$ cat src/logic/homing_regs.svh
// Purpose: Named constants for the homing sequencer
// Assumes: Included by bare name from the sequencer
// Notes: Method codes are those written to the homing method object
`ifndef HOMING_REGS_SVH
`define HOMING_REGS_SVH

// ==========================================================
// Homing method object address
`define HOME_OBJ_INDEX 16'h6098
`define HOME_OBJ_SUB 8'h00

// ==========================================================
// Method codes
`define HOME_M27 8'h1b
`define HOME_M28 8'h1c
`define HOME_M29 8'h1d
`define HOME_M30 8'h1e
`define HOME_M31 8'h1f
`define HOME_M32 8'h20
`define HOME_M33 8'h21
`define HOME_M34 8'h22

// ==========================================================
// Reset values and widths
`define HOME_METHOD_RST 8'h00
`define HOME_STEP_RST 2'h0
`define HOME_STEP_ONE 2'h1
`define HOME_CNT_W 16

`endif

$ cat src/logic/homing_pkg.sv
// Purpose: Types shared by the homing sequencer files
// Assumes: Constants live in homing_regs.svh
// Notes: Phase table entries are packed structs
package homing_pkg;

  typedef enum logic [2:0] {
    ST_IDLE = 3'b000,
    ST_SEARCH = 3'b001,
    ST_DECEL = 3'b010,
    ST_DONE = 3'b011,
    ST_FAULT = 3'b100
  } state_t;

  typedef enum logic [1:0] {
    BR_OFF = 2'b00,
    BR_ON = 2'b01,
    BR_LIMIT = 2'b10
  } branch_t;

  typedef enum logic [1:0] {
    WAIT_RISE = 2'b00,
    WAIT_FALL = 2'b01,
    WAIT_INDEX = 2'b10
  } wait_t;

  typedef struct packed {
    logic valid;
    logic last;
    logic fwd;
    logic high;
    wait_t kind;
  } phase_t;

endpackage : homing_pkg

$ cat src/logic/edge_sync.sv
// Purpose: Two-flop synchroniser with edge detection for one pin
// Assumes: Pin is asynchronous to ref_clk
// Notes: Level and edge outputs are registered
`timescale 1ns/1ps
module edge_sync
(
  // Clock and reset
  input wire logic ref_clk,
  input wire logic rst,
  // Pin
  input wire logic pin,
  // Synchronised outputs
  output logic level,
  output logic rise,
  output logic fall
);

  logic meta_reg;
  logic sync_reg;

  // ==========================================================
  // Synchroniser
  always_ff @(posedge ref_clk)
  begin
    if (rst)
    begin
      meta_reg <= 1'b0;
      sync_reg <= 1'b0;
    end
    else
    begin
      meta_reg <= pin;
      sync_reg <= meta_reg;
    end
  end

  // ==========================================================
  // Edge detection
  always_ff @(posedge ref_clk)
  begin
    if (rst)
    begin
      level <= 1'b0;
      rise <= 1'b0;
      fall <= 1'b0;
    end
    else
    begin
      level <= sync_reg;
      rise <= sync_reg & ~level;
      fall <= ~sync_reg & level;
    end
  end

endmodule : edge_sync

$ cat src/logic/homing_sequencer.sv
// Purpose: Homing sequencer for return methods 27 to 34
// Assumes: Method object writes and start come from logic on ref_clk
// Notes: Speed is commanded as run, direction and high/low select
//
// Summary of operation
// RULE1: Method taken from object 6098 sub 00h
// RULE2: Home switch level at start picks branch
// RULE3: M27 off: reverse high, forward low fall
// RULE4: M27 on: forward low, stop on fall
// RULE5: M27 limit: forward high fall, reverse low rise
// RULE6: M28 off: rev high, fwd low, rev low
// RULE7: M28 on: forward low fall, reverse low rise
// RULE8: M28 limit: forward high fall, reverse low rise
// RULE9: M29: reverse high fall, forward low rise
// RULE10: M29 limit: fwd high, rev low, fwd low
// RULE11: M30: rev high fall, fwd rise, rev fall
// RULE12: M30 limit: forward high rise, reverse low fall
// RULE13: Codes 31 and 32 reserved, no sequence
// RULE14: M33: reverse until first index pulse
// RULE15: M34: forward until first index pulse
// RULE16: Stop fully before reversing; edges after reversal
// RULE17: Done flag on final edge, hold zero speed
`timescale 1ns/1ps
`include "homing_regs.svh"
module homing_sequencer
  import homing_pkg::*;
#(
  parameter int DECEL_CYCLES = 16
)
(
  // Clock and reset
  input wire logic ref_clk,
  input wire logic rst,
  // Homing method object write
  input wire logic obj_wr_en,
  input wire logic [15:0] obj_index,
  input wire logic [7:0] obj_sub,
  input wire logic [7:0] obj_data,
  // Control
  input wire logic start,
  // Sensors
  input wire logic home_sw,
  input wire logic rev_limit,
  input wire logic index_pulse,
  // Motion command
  output logic run,
  output logic dir_fwd,
  output logic speed_high,
  output logic stop_cmd,
  // Status
  output logic homing_done,
  output logic method_error,
  output logic [7:0] method_code
);

  localparam logic [`HOME_CNT_W-1:0] DECEL_LOAD = `HOME_CNT_W'(DECEL_CYCLES - 1);

  state_t state_reg, state_next;
  branch_t branch_reg, branch_next;
  logic [1:0] step_reg, step_next;
  logic [7:0] method_reg, run_method_reg, mth;
  logic [`HOME_CNT_W-1:0] cnt_reg;
  logic run_reg, fwd_reg, high_reg, done_reg, err_reg;
  logic home_lvl, home_rise, home_fall, lim_lvl, idx_rise;
  logic method_ok, limit_hit, edge_hit;
  phase_t cur, nxt;

  // ==========================================================
  // Pin synchronisers
  edge_sync u_home (.ref_clk(ref_clk), .rst(rst), .pin(home_sw),
    .level(home_lvl), .rise(home_rise), .fall(home_fall));
  edge_sync u_lim (.ref_clk(ref_clk), .rst(rst), .pin(rev_limit),
    .level(lim_lvl), .rise(), .fall());
  edge_sync u_idx (.ref_clk(ref_clk), .rst(rst), .pin(index_pulse),
    .level(), .rise(idx_rise), .fall());

  // ==========================================================
  // Phase table
  function automatic phase_t ph(input logic last, input logic fwd, input logic high,
    input wait_t kind);
    ph = '{valid: 1'b1, last: last, fwd: fwd, high: high, kind: kind};
  endfunction : ph

  function automatic phase_t lookup(input logic [7:0] m, input branch_t b,
    input logic [1:0] s);
    lookup = '0;
    unique case (m)
      `HOME_M27:
        if (b == BR_LIMIT)
          lookup = (s == 2'd0) ? ph(1'b0, 1'b1, 1'b1, WAIT_FALL) : ph(1'b1, 1'b0, 1'b0, WAIT_RISE); // RULE5
        else if (b == BR_ON)
          lookup = ph(1'b1, 1'b1, 1'b0, WAIT_FALL); // RULE4
        else
          lookup = (s == 2'd0) ? ph(1'b0, 1'b0, 1'b1, WAIT_RISE) : ph(1'b1, 1'b1, 1'b0, WAIT_FALL); // RULE3
      `HOME_M28:
        if (b == BR_LIMIT || b == BR_ON)
          lookup = (s == 2'd0) ? ph(1'b0, 1'b1, b == BR_LIMIT, WAIT_FALL) // RULE7 RULE8
                               : ph(1'b1, 1'b0, 1'b0, WAIT_RISE);
        else if (s == 2'd0)
          lookup = ph(1'b0, 1'b0, 1'b1, WAIT_RISE); // RULE6
        else if (s == 2'd1)
          lookup = ph(1'b0, 1'b1, 1'b0, WAIT_FALL); // RULE6
        else
          lookup = ph(1'b1, 1'b0, 1'b0, WAIT_RISE); // RULE6
      `HOME_M29:
        if (b == BR_LIMIT)
        begin
          if (s == 2'd0)
            lookup = ph(1'b0, 1'b1, 1'b1, WAIT_RISE); // RULE10
          else if (s == 2'd1)
            lookup = ph(1'b0, 1'b0, 1'b0, WAIT_FALL); // RULE10
          else
            lookup = ph(1'b1, 1'b1, 1'b0, WAIT_RISE); // RULE10
        end
        else
          lookup = (s == 2'd0) ? ph(1'b0, 1'b0, 1'b1, WAIT_FALL) : ph(1'b1, 1'b1, 1'b0, WAIT_RISE); // RULE9
      `HOME_M30:
        if (b == BR_LIMIT)
          lookup = (s == 2'd0) ? ph(1'b0, 1'b1, 1'b1, WAIT_RISE) : ph(1'b1, 1'b0, 1'b0, WAIT_FALL); // RULE12
        else if (s == 2'd0)
          lookup = ph(1'b0, 1'b0, 1'b1, WAIT_FALL); // RULE11
        else if (s == 2'd1)
          lookup = ph(1'b0, 1'b1, 1'b0, WAIT_RISE); // RULE11
        else
          lookup = ph(1'b1, 1'b0, 1'b0, WAIT_FALL); // RULE11
      `HOME_M33: lookup = ph(1'b1, 1'b0, 1'b0, WAIT_INDEX); // RULE14
      `HOME_M34: lookup = ph(1'b1, 1'b1, 1'b0, WAIT_INDEX); // RULE15
      default: lookup = '0; // RULE13
    endcase
  endfunction : lookup

  // ==========================================================
  // Method object
  always_ff @(posedge ref_clk)
  begin
    if (rst)
      method_reg <= `HOME_METHOD_RST;
    else if (obj_wr_en && obj_index == `HOME_OBJ_INDEX && obj_sub == `HOME_OBJ_SUB)
      method_reg <= obj_data; // RULE1
  end

  always_ff @(posedge ref_clk)
  begin
    if (rst)
      run_method_reg <= `HOME_METHOD_RST;
    else if (state_reg != ST_SEARCH && state_reg != ST_DECEL && start)
      run_method_reg <= method_reg;
  end

  assign mth = (state_reg == ST_SEARCH || state_reg == ST_DECEL) ? run_method_reg : method_reg;
  assign method_ok = lookup(method_reg, BR_OFF, `HOME_STEP_RST).valid; // RULE13
  assign cur = lookup(mth, branch_reg, step_reg);
  assign nxt = lookup(mth, branch_next, step_next);
  // Reverse limit only diverts the initial high speed reverse search
  assign limit_hit = lim_lvl && branch_reg != BR_LIMIT && step_reg == `HOME_STEP_RST &&
    !cur.fwd && cur.high && mth != `HOME_M33; // RULE5 RULE8 RULE10 RULE12
  assign edge_hit = (cur.kind == WAIT_RISE && home_rise) ||
    (cur.kind == WAIT_FALL && home_fall) || (cur.kind == WAIT_INDEX && idx_rise);

  // ==========================================================
  // Sequencer
  always_comb
  begin
    state_next = state_reg;
    branch_next = branch_reg;
    step_next = step_reg;
    unique case (state_reg)
      ST_IDLE, ST_DONE, ST_FAULT:
        if (start)
        begin
          step_next = `HOME_STEP_RST;
          branch_next = home_lvl ? BR_ON : BR_OFF; // RULE2
          state_next = method_ok ? ST_SEARCH : ST_FAULT; // RULE13
        end
      ST_SEARCH:
        if (limit_hit)
        begin
          branch_next = BR_LIMIT;
          step_next = `HOME_STEP_RST;
          state_next = ST_DECEL; // RULE16
        end
        else if (edge_hit)
        begin
          if (cur.last)
            state_next = ST_DONE; // RULE17
          else
          begin
            step_next = step_reg + `HOME_STEP_ONE;
            state_next = ST_DECEL; // RULE16
          end
        end
      ST_DECEL:
        if (cnt_reg == '0)
          state_next = ST_SEARCH;
    endcase
  end

  always_ff @(posedge ref_clk)
  begin
    if (rst)
    begin
      state_reg <= ST_IDLE;
      branch_reg <= BR_OFF;
      step_reg <= `HOME_STEP_RST;
    end
    else
    begin
      state_reg <= state_next;
      branch_reg <= branch_next;
      step_reg <= step_next;
    end
  end

  // Deceleration dwell at zero speed
  always_ff @(posedge ref_clk)
  begin
    if (rst)
      cnt_reg <= '0;
    else if (state_reg != ST_DECEL)
      cnt_reg <= DECEL_LOAD;
    else if (cnt_reg != '0)
      cnt_reg <= cnt_reg - `HOME_CNT_W'(1);
  end

  // ==========================================================
  // Motion command
  always_ff @(posedge ref_clk)
  begin
    if (rst)
    begin
      run_reg <= 1'b0;
      fwd_reg <= 1'b0;
      high_reg <= 1'b0;
    end
    else
    begin
      run_reg <= state_next == ST_SEARCH; // RULE16 RULE17
      if (state_next == ST_SEARCH)
      begin
        fwd_reg <= nxt.fwd;
        high_reg <= nxt.high;
      end
    end
  end

  always_ff @(posedge ref_clk)
  begin
    if (rst)
    begin
      done_reg <= 1'b0;
      err_reg <= 1'b0;
    end
    else
    begin
      done_reg <= state_next == ST_DONE; // RULE17
      err_reg <= state_next == ST_FAULT;
    end
  end

  assign run = run_reg;
  assign dir_fwd = fwd_reg;
  assign speed_high = high_reg;
  assign stop_cmd = ~run_reg;
  assign homing_done = done_reg;
  assign method_error = err_reg;
  assign method_code = method_reg;

  // ==========================================================
  // Checks
  AST_OBJ_WRITE: assert property (@(posedge ref_clk) disable iff (rst) // RULE1
    obj_wr_en && obj_index == `HOME_OBJ_INDEX && obj_sub == `HOME_OBJ_SUB
    |=> method_reg == $past(obj_data))
    else $error("method object write not taken");

  AST_BRANCH_ON: assert property (@(posedge ref_clk) disable iff (rst) // RULE2
    state_reg != ST_SEARCH && state_reg != ST_DECEL && start && method_reg == `HOME_M27 &&
    home_lvl
    |=> branch_reg == BR_ON ##1 run && dir_fwd && !speed_high)
    else $error("switch-on branch not chosen");

  AST_M27_OFF: assert property (@(posedge ref_clk) disable iff (rst) // RULE3
    state_reg != ST_SEARCH && state_reg != ST_DECEL && start && method_reg == `HOME_M27 &&
    !home_lvl
    |=> ##1 run && !dir_fwd && speed_high)
    else $error("method 27 search not reverse high");

  AST_LIMIT: assert property (@(posedge ref_clk) disable iff (rst) // RULE5
    state_reg == ST_SEARCH && limit_hit |=> state_reg == ST_DECEL && branch_reg == BR_LIMIT)
    else $error("reverse limit not handled");

  AST_RESERVED: assert property (@(posedge ref_clk) disable iff (rst) // RULE13
    state_reg != ST_SEARCH && state_reg != ST_DECEL && start &&
    (method_reg == `HOME_M31 || method_reg == `HOME_M32)
    |=> ##1 method_error && !run)
    else $error("reserved method ran");

  AST_INDEX: assert property (@(posedge ref_clk) disable iff (rst) // RULE14
    state_reg == ST_SEARCH && run_method_reg == `HOME_M33 && idx_rise
    |=> ##1 homing_done && !run)
    else $error("index pulse did not end homing");

  AST_REVERSE: assert property (@(posedge ref_clk) disable iff (rst) // RULE16
    $changed(fwd_reg) |-> !$past(run_reg))
    else $error("direction changed while moving");

  AST_DECEL_END: assert property (@(posedge ref_clk) disable iff (rst) // RULE16
    $rose(state_reg == ST_DECEL) |-> !run [*2])
    else $error("speed not zero in deceleration");

  AST_DONE_HOLD: assert property (@(posedge ref_clk) disable iff (rst) // RULE17
    homing_done && !start |=> homing_done && !run)
    else $error("motor moved after homing done");

endmodule : homing_sequencer

$ cat config.mk
export PLATFORM = sky130hd
export DESIGN_NAME = homing_sequencer
export DESIGN_NICKNAME = d
export VERILOG_FILES = /design/src/logic/homing_pkg.sv /design/src/logic/edge_sync.sv /design/src/logic/homing_sequencer.sv
export VERILOG_INCLUDE_DIRS = /design/src /design/src/logic
export SDC_FILE = /design/constraint.sdc
export NUM_CORES = 1
export LEC_CHECK = 0
export BUFFER_PORTS_ARGS = -buffer_cell sky130_fd_sc_hd__buf_4
export CELL_PAD_IN_SITES_DETAIL_PLACEMENT = 1
export CELL_PAD_IN_SITES_GLOBAL_PLACEMENT = 1
export CORE_MARGIN = 4
export CORE_UTILIZATION = 45
export CTS_BUF_LIST = sky130_fd_sc_hd__clkbuf_16
export DETAILED_ROUTE_END_ITERATION = 8
export PLACE_DENSITY_LB_ADDON = 0.1
export SLEW_MARGIN = 20
export SYNTH_ARGS = -nofsm -noshare
export SYNTH_HDL_FRONTEND = slang
export SYNTH_SLANG_ARGS = --single-unit
export TNS_END_PERCENT = 100
$ cat constraint.sdc
create_clock -name ref_clk -period 11.85 [get_ports ref_clk]
set_clock_uncertainty 0.1 [all_clocks]
set_input_delay 1.185 -clock ref_clk [delete_from_list [all_inputs] [get_ports ref_clk]]
set_output_delay 1.185 -clock ref_clk [all_outputs]
set_load 0.02 [all_outputs]
# After elaboration in Yosys (flattened, before gate mapping)

Index checks and enable logic that the tools add are counted.
Widths: inputs -> output; s select.

Eq/ne operators: 32
Muxes and demuxes: 54
Add/subtract/negate cells: 2
Reductions and logical operators: 30
Bitwise operators: 7

Operator list:

| operator              | number |
|---|---|
| $mux 5                | 16 |
| $mux 4                | 18 |
| $eq 8x5->1 const B    | 8 |
| $eq 8x6->1 const B    | 4 |
| $pmux 5 s6            | 1 |
| $pmux 4 s6            | 1 |
| $pmux 6 s4            | 1 |
| $eq 16x15->1 const B  | 1 |
| $logic_not 16->1      | 1 |
| $reduce_bool 16->1    | 1 |
| $sub 16x1->16 const B | 1 |
| $mux 3                | 5 |
| $logic_and 1x1->1     | 12 |
| $mux 2                | 6 |
| $eq 2x1->1 const B    | 5 |
| $eq 3x2->1 const B    | 3 |
| $pmux 3 s3            | 1 |
| $logic_not 8->1       | 1 |
| $mux 8                | 1 |
| $ne 8x6->1 const B    | 1 |
| $pmux 2 s2            | 2 |
| $eq 2x2->1 const B    | 3 |
| $eq 3x1->1 const B    | 2 |
| $eq 3x3->1 const B    | 2 |
| 14 further kinds      | 28 |

Output and inout port bits: 14
Bits in registers: 56
Input port bits: 39
Logic and storage cells: 149

# Depth between registers and ports, before layout

Gate-level depths: netlist of run 1.

Depth after elaboration: 17
Depth in mapped cells: 16
Depth with buffers taken out: 15

# Cells and area by module

Synthesis of run 1 repeated with hierarchy kept, for this count alone.

Cells, all modules: 397
Area total of the unflattened synthesis: 3,443.3 µm²

By module, submodules not included:

| module           | area each (µm²) | seq. area each (µm²) | cells each | times used |
|---|---|---|---|---|
| homing_sequencer | 3,041.7         | 880.8                | 367        | 1 |
| edge_sync        | 133.9           | 100.1                | 10         | 3 |

# Least setup slack after synthesis of run 1

Ideal clock, no wire load.

Path kind: flip-flop to flip-flop
From: register run_method_reg[2]
To: register fwd_reg, in the netlist dir_fwd
Stages on the path, launching flop included: 13
Buffers on the path: 0
Arrival time: 3,502 ps
Library setup time: 122 ps
Setup slack: 8,126 ps
Required time: 11,628 ps
Clock period less this slack: 3,724 ps
Path through: dfxtp_1 > or3b_1 > or4b_2 > o22ai_1 > a222oi_1 > a2111o_1 > nor2b_1 > nand2b_1 > a21oi_1 > ha_1 > xnor2_1 > a221o_1 > o311a_1

Longest elaborated chain between the ends: 15
Elaborated cells on any way between the ends: 54
Classes of those cells: 13 x eq/ne; 29 x mux; 12 x reduce/logical

Ends and longest elaborated chain:

| item                                          | RTL line                                         | source |
|---|---|---|
| start: declaration                            | homing_sequencer.sv:61                           | `logic [7:0] method_reg, run_method_reg, mth;` |
| start signal: assignment                      | homing_sequencer.sv:145                          | `` run_method_reg <= `HOME_METHOD_RST; `` |
| start signal: assignment                      | homing_sequencer.sv:147                          | `run_method_reg <= method_reg;` |
| $mux 8 (*)                                    | homing_sequencer.sv:150                          | `assign mth = (state_reg == ST_SEARCH \|\| state_reg == ST_DECEL) ? run_method_reg : method_reg;` |
| $eq 8x6->1 or $eq 8x5->1 (tied branches)      | homing_sequencer.sv:87                           | `unique case (m)` |
| $pmux 5 s6                                    | homing_sequencer.sv:87                           |  |
| $eq 2x1->1 or $logic_not 2->1 (tied branches) | homing_sequencer.sv:158, homing_sequencer.sv:157 |  |
| $logic_and 1x1->1, on equally long branches   | homing_sequencer.sv:158, homing_sequencer.sv:157 |  |
| $logic_or 1x1->1                              | homing_sequencer.sv:157                          | `assign edge_hit = (cur.kind == WAIT_RISE && home_rise) \|\|` |
| $logic_or 1x1->1                              | homing_sequencer.sv:158                          | `(cur.kind == WAIT_FALL && home_fall) \|\| (cur.kind == WAIT_INDEX && idx_rise);` |
| $mux 2                                        | homing_sequencer.sv:182                          | `else if (edge_hit)` |
| $mux 2                                        | homing_sequencer.sv:176                          | `if (limit_hit)` |
| $pmux 2 s2                                    | homing_sequencer.sv:167                          | `unique case (state_reg)` |
| $eq 2x1->1 or $logic_not 2->1 (tied branches) | n/a                                              |  |
| $mux 4, on equally long branches (3 in a row) | n/a                                              |  |
| $pmux 4 s6                                    | homing_sequencer.sv:87                           |  |
| end signal: assignment                        | homing_sequencer.sv:240                          | `fwd_reg <= nxt.fwd;` |
| end: declaration                              | homing_sequencer.sv:63                           | `logic run_reg, fwd_reg, high_reg, done_reg, err_reg;` |

Mark *: on every way between the ends. The rest lies on a longest branch, timed or not.
A chain may end at the register's enable or synchronous reset.

# Worst setup path in the final report of run 1

From: register state_reg[0]
To: register fwd_reg, in the netlist dir_fwd

Longest elaborated chain between the ends: 17
Elaborated cells on any way between the ends: 63
Classes of those cells: 17 x eq/ne; 31 x mux; 15 x reduce/logical

Ends and longest elaborated chain:

| item                                          | RTL line                                         | source |
|---|---|---|
| start: declaration                            | homing_sequencer.sv:58                           | `state_t state_reg, state_next;` |
| start signal: assignment                      | homing_sequencer.sv:208                          | `state_reg <= state_next;` |
| $eq 3x1->1 or $eq 3x2->1 (tied branches)      | homing_sequencer.sv:150, homing_sequencer.sv:167 |  |
| $logic_or 1x1->1                              | homing_sequencer.sv:150                          |  |
| $mux 8                                        | homing_sequencer.sv:150                          |  |
| $eq 8x6->1 or $eq 8x5->1 (tied branches)      | homing_sequencer.sv:87                           |  |
| $pmux 5 s6                                    | homing_sequencer.sv:87                           |  |
| $eq 2x1->1 or $logic_not 2->1 (tied branches) | homing_sequencer.sv:158, homing_sequencer.sv:157 |  |
| $logic_and 1x1->1, on equally long branches   | homing_sequencer.sv:158, homing_sequencer.sv:157 |  |
| $logic_or 1x1->1                              | homing_sequencer.sv:157                          |  |
| $logic_or 1x1->1                              | homing_sequencer.sv:158                          |  |
| $mux 2                                        | homing_sequencer.sv:182                          |  |
| $mux 2                                        | homing_sequencer.sv:176                          |  |
| $pmux 2 s2                                    | homing_sequencer.sv:167                          |  |
| $eq 2x1->1 or $logic_not 2->1 (tied branches) | n/a                                              |  |
| $mux 4, on equally long branches (3 in a row) | n/a                                              |  |
| $pmux 4 s6                                    | homing_sequencer.sv:87                           |  |

Parallel ways exist; a longest one is shown, timed or not.

==> flow_metrics.tcl, run 1 <==
set metrics [dict create \
    finalNetCount 454 \
    p_per_area_nw_per_um2 106 \
    initial_utilization_pct 46.9 \
    via_count 2766 \
    synth-seq-area-share_pct 37.0 \
    fillerInstances 796 \
    synth.distinct_cells 58 \
    cts_tree "yes" \
    critPathMaxStageDelay_ps 500 \
    cts_root_buf "clkbuf_16" \
    crit_path_top_delay_cell "o31ai_1" \
    synth_top_area_share_pct 37.0 \
    grt_max_degree 37 \
    synth_edf_count 0 \
    crit_path_end_kind "flop" \
    m1WireLength_mm 3.53 \
    largest_register_ffs 16 \
    synth_xor_area_share_pct 4.34 \
    route.met3.wl_um 280 \
    maxSlewViolCount 0 \
    worst_path_dominant_cell_family "compound AO/OA/AOI/OAI gates" \
    synth-compound-area-share_pct 14.7 \
    wl_met2_mm 4.17 \
    worstSetupEndpoint "dir_fwd" \
    finalCritPeriodShare_pct 34.1 \
    crit_fanout 18 \
    synthMuxAreaShare_pct 6.61 \
    fmax_ghz 0.248 \
    reg2reg_depth 12 \
    grt_use_total_pct 20.7 \
    rr_startpoint "state_reg[0]" \
    syn_area_per_cell_um2 8.37 \
    startpoint "state_reg[0]" \
    hold_violations 0 \
    grt_pass1_vias 2926 \
    rsz0062_at_grt "false" \
    via_per_inst 5.71 \
    rr_endpoint "dir_fwd" \
    worstPathCellList "xnor2_1, or2_1, o31ai_1, a222oi_1, a2111o_1, nor2b_1, nand2b_1, a21oi_1, ha_1, xnor2_1, a221o_1, o311a_1" \
    cp_num_cells 12 \
    clk_latency_ps 300 \
    synth_top_family_by_area "simple AND/OR/NAND/NOR gates" \
    synth_cells 362 \
    whs_ps 301 \
    syn_nets 410 \
    post-route-min-period_ps 4040 \
    synthFlopType "dfxtp_1" \
    synth-async-reset-ratio_pct 0 \
    dp_cells 476 \
    yosys.area_share.simple_pct 29.9 \
    rows 29 \
    cts.clk_slew.worst_paths_ps 80 \
    synth_adder_area_share_pct 3.72 \
    outcome "complete, no violations" \
    min_path_type "reg2reg" \
    die_x_um 90.1 \
    dp_worst_setup_slack_ps 7820 \
    holdBufCountCts 0 \
    max_cap_viol_count 0 \
    cp.arrival_ps 4120 \
    diodes 0 \
    highest_layer "met4" \
    yosys.area.top_type "dfxtp_1" \
    crit_type "reg2reg" \
    crit_buf_inv 0 \
    drtAntennaViolNets 0 \
    worst_pin_slew_ps 893 \
    peakVddDrop_v 0.0000681 \
    die_h_um 90.1 \
    tns_ps 0 \
    io_pins 53 \
    drive_gt1_share_pct 17.2 \
    die_area_um2 8110 \
    grt_pass1_wl_mm 14.0 \
    design.core.area_um2 6460 \
    yosys_warnings 0 \
    synth_most_common_cell "dfxtp_1" \
    cts_sinks 56 \
    numCtsBuffers 5 \
    numPortBuffers 52 \
    r2r_slack_ps 7810 \
    power_mw 0.383 \
    wl_mm 8.13 \
    worst_slack_ps 7810 \
    cp-start-kind "flop" \
    drtPass1Iterations 4 \
    drc 0 \
    wl_per_cell_um 16.8 \
    place_congestion 0.865 \
    areaGrowthSynthToFinish_pct 19.2 \
    post-dp-hpwl_mm 6.34 \
    p_leak_nw 1.41 \
    synth_area_leaders "dfxtp_1, nor2_1, mux2i_1, ha_1, nand2_1" \
    drt_iter0_markers 114 \
    antenna_found_initial 0 \
    cts_setup_buffers 0 \
    grt.overflow.total 0 \
    cts_resized 0 \
    yosys-top-cells-count "dfxtp_1, nor2_1, nand2_1" \
    relSlewSlack_pct 40.3 \
    h-tree-depth 2 \
    worst_ep_required_time_ps 11940 \
    setup_viol 0 \
    synth-seq-cells 56 \
    crit_top_cell "xnor2_1" \
    cts_buffer_depth 2 \
    finalNonFillerCells 484 \
    mappedNetlistArea_um2 3030 \
]
## per-layer routing
layer,GRT usage [%],vias to the layer above
met5,0,-
li1,-,1379
met3,3.59,12
met1,23.9,1319
met4,6.89,0
met2,38.3,56
## report_power, final
part	internal, mW	switching (mW)	leakage (nW)	total, mW
Combinational	0.0168	0.0182	0.878	0.0350
Clock	0.0815	0.0726	0.0767	0.154
Sequential	0.192	0.00241	0.455	0.194
## cell type report
cell class                      instances  area, um2  share of cell area, %
Clock buffer                            5        125                   3.46
Clock inverter                          3       28.8                  0.796
Inverter                               13       48.8                   1.35
Multi-Input combinational cell        277       1800                   49.7
Sequential cell                        56       1120                   31.0
Tap cell                               77       96.3                   2.67
Timing Repair Buffer                   53        398                   11.0
## cell families after synthesis
| family | after synthesis |
|---|---|
| AND/OR/NAND/NOR | 169 |
| buffers and inverters | 29 |
| flip-flops | 56 |
| XOR/XNOR | 15 |
| adder cells (fa/ha/maj) | 9 |
| AO/OA/AOI/OAI | 66 |
| multiplexers | 18 |
## per-stage QoR
stage / area, um2 / utilization (%)
floorplan: 3030 / -
global placement: 3460 / 53.6
detailed placement: 3460 / 53.6
CTS: 3610 / 55.9
global route: 3610 / 55.9
finish: 3610 / 55.9
## cells in the final DEF (no fill, tap or decap), types with 2 or more instances in the layout
cell,count
a211oi_1,2
a21oi_1,19
a31oi_1,8
and2_1,5
and3_1,2
and3b_1,2
buf_4,53
clkbuf_16,5
dfxtp_1,56
ha_1,9
inv_1,13
inv_6,2
mux2_2,2
mux2i_1,14
nand2_1,29
nand2b_1,9
nand3_1,15
nand3b_1,3
nand4_1,8
nor2_1,42
nor2b_1,16
nor3_1,7
nor3b_1,6
nor4_1,8
nor4b_1,4
nor4bb_1,2
o21a_1,3
o21ai_0,9
o21ai_1,2
o22a_1,3
o22ai_1,4
o31ai_1,2
or2_2,2
or3_1,3
xnor2_1,10
xor2_1,5
## worst min-delay path by stage
| stage | cells past startpoint | slack (ps) | to | startpoint |
|---|---|---|---|---|
| after floorplan | 1 | 270 | u_idx.rise | u_idx.level |
| after global placement | 1 | 270 | u_idx.rise | u_idx.level |
| after global routing | 1 | 330 | u_idx.rise | u_idx.level |
| after detailed placement | 1 | 290 | u_idx.rise | u_idx.level |
| after CTS | 1 | 300 | u_idx.rise | u_idx.level |
| final | 1 | 300 | u_idx.rise | u_idx.level |
Power figures use the tool's default switching activity.
==> run 2, diff against run 1 <==
- CORE_UTILIZATION: 45 -> 37
- clock period: 11.85 -> 3.3 ns (I/O delays scaled with it)
==> flow_metrics.tcl, run 2 (same netlist as run 1, synthesis figures left out) <==
set metrics [dict create \
    grt_max_degree 37 \
    drive_gt1_share_pct 29.0 \
    min_path_type "in2reg" \
    wl_mm 9.07 \
    startpoint "run_method_reg[6]" \
    io_pins 53 \
    place_congestion 0.856 \
    worst_slack_ps -168 \
    max_cap_viol_count 0 \
    design.core.area_um2 7850 \
    cts_tree "yes" \
    die_x_um 98.5 \
    outcome "complete, but fails checks" \
    layout_common_cells "buf_4, dfxtp_1, nor2_1, nand2_1, a21oi_1" \
    crit_path_end_kind "flop" \
    finalNetCount 513 \
    worst_ep_required_time_ps 3390 \
    post-dp-hpwl_mm 7.16 \
    holdBufCountCts 0 \
    numPortBuffers 52 \
    cts_sinks 56 \
    die_h_um 98.5 \
    grt_pass1_vias 3188 \
    drtPass1Iterations 4 \
    fillerInstances 953 \
    grt.overflow.total 0 \
    diodes 0 \
    die_area_um2 9700 \
    drt_iter0_markers 82 \
    worst_pin_slew_ps 552 \
    hp-start "home_sw" \
    placed_cell_area_um2 3940 \
    violations "negative setup slack" \
    drtAntennaViolNets 0 \
    via_count 2977 \
    whs_ps 142 \
    p_leak_nw 1.72 \
    crit_fanout 2 \
    tns_ps -168 \
    largest_register_ffs 16 \
    numCtsBuffers 5 \
    cp-start-kind "flop" \
    crit_type "reg2reg" \
    post-route-min-period_ps 3470 \
    relSlewSlack_pct 62.1 \
    layout_commonest_cell "buf_4" \
    clk_latency_ps 300 \
    finish.instance_area_um2 4130 \
    cts_setup_buffers 0 \
    grt_use_total_pct 18.8 \
    setup_viol 1 \
    hold_violations 0 \
    cts_buffer_depth 2 \
    fmax_ghz 0.288 \
    cp.arrival_ps 3560 \
    via_per_inst 5.24 \
    rsz0062_at_grt "true" \
    post-route-util_pct 52.7 \
    peakVddDrop_v 0.000188 \
    cts.clk_slew.worst_paths_ps 80 \
    rows 32 \
    wl_per_cell_um 16.0 \
    power_mw 1.41 \
    p_per_area_nw_per_um2 342 \
    rr_startpoint "run_method_reg[6]" \
    h-tree-depth 2 \
    initial_utilization_pct 38.6 \
    cts_root_buf "clkbuf_16" \
    antenna_found_initial 0 \
    drc 0 \
    finalCritPeriodShare_pct 105 \
    areaGrowthSynthToFinish_pct 36.4 \
    maxSlewViolCount 0 \
    grt_pass1_wl_mm 15.0 \
]
[run 2: area by class of cell]
class	instances	area, um2	area share, %
clock buffers	5	125	3.03
clock inverters	3	33.8	0.817
inverters	13	48.8	1.18
multi-input cells	277	1830	44.4
flip-flops and latches	56	1120	27.2
well taps	102	128	3.09
repair buffers	112	841	20.3
[run 2: worst paths after layout]
check / end / slack (ps) / depth (start not counted)
max: dir_fwd / -170 / 12
max reg2reg: dir_fwd / -170 / 12
min reg2reg: u_idx.rise / 290 / 1
min: u_home.meta_reg / 140 / 2
[run 2: per-layer routing]
layer | share of wire (%) | global-route usage (%) | wire length (um) | vias up
met5 | 0 | 0 | 0 | -
met4 | 1.0 | 3.89 | 91 | 0
met3 | 2.3 | 2.62 | 207 | 10
met2 | 53 | 35.2 | 4850 | 35
met1 | 43 | 22.7 | 3930 | 1436
li1 | - | - | - | 1496
[run 2: power by group]
group	switching [mW]	leakage, nW	internal, mW
Combinational	0.0755	1.18	0.0770
Sequential	0.00651	0.456	0.688
Clock	0.272	0.0772	0.293
[run 2: per-stage QoR]
stage	cells	setup slack, ps
6_report	568	-168
5_1_grt	568	-344
4_1_cts	568	-179
3_5_place_dp	560	-211
3_3_place_gp	560	-165
2_1_floorplan	362	-204
[run 2: timing repair]
item	in CTS	in global routing
pin swaps	3	0
resized for setup	6	2
hold endpoints to repair	0	0
endpoints found under the setup margin	2	2
cloned	0	0
[run 2: critical path, cell delays in order (launching register included)]
cell and delay (ps):
dfxtp_2 320, or3b_1 360, or4b_4 500, o22ai_2 150, a222oi_1 80, a2111o_1 390
nor2b_4 140, nand2b_4 150, a21oi_4 140, ha_1 260, xnor2_1 130, a221o_1 300
o311a_1 340
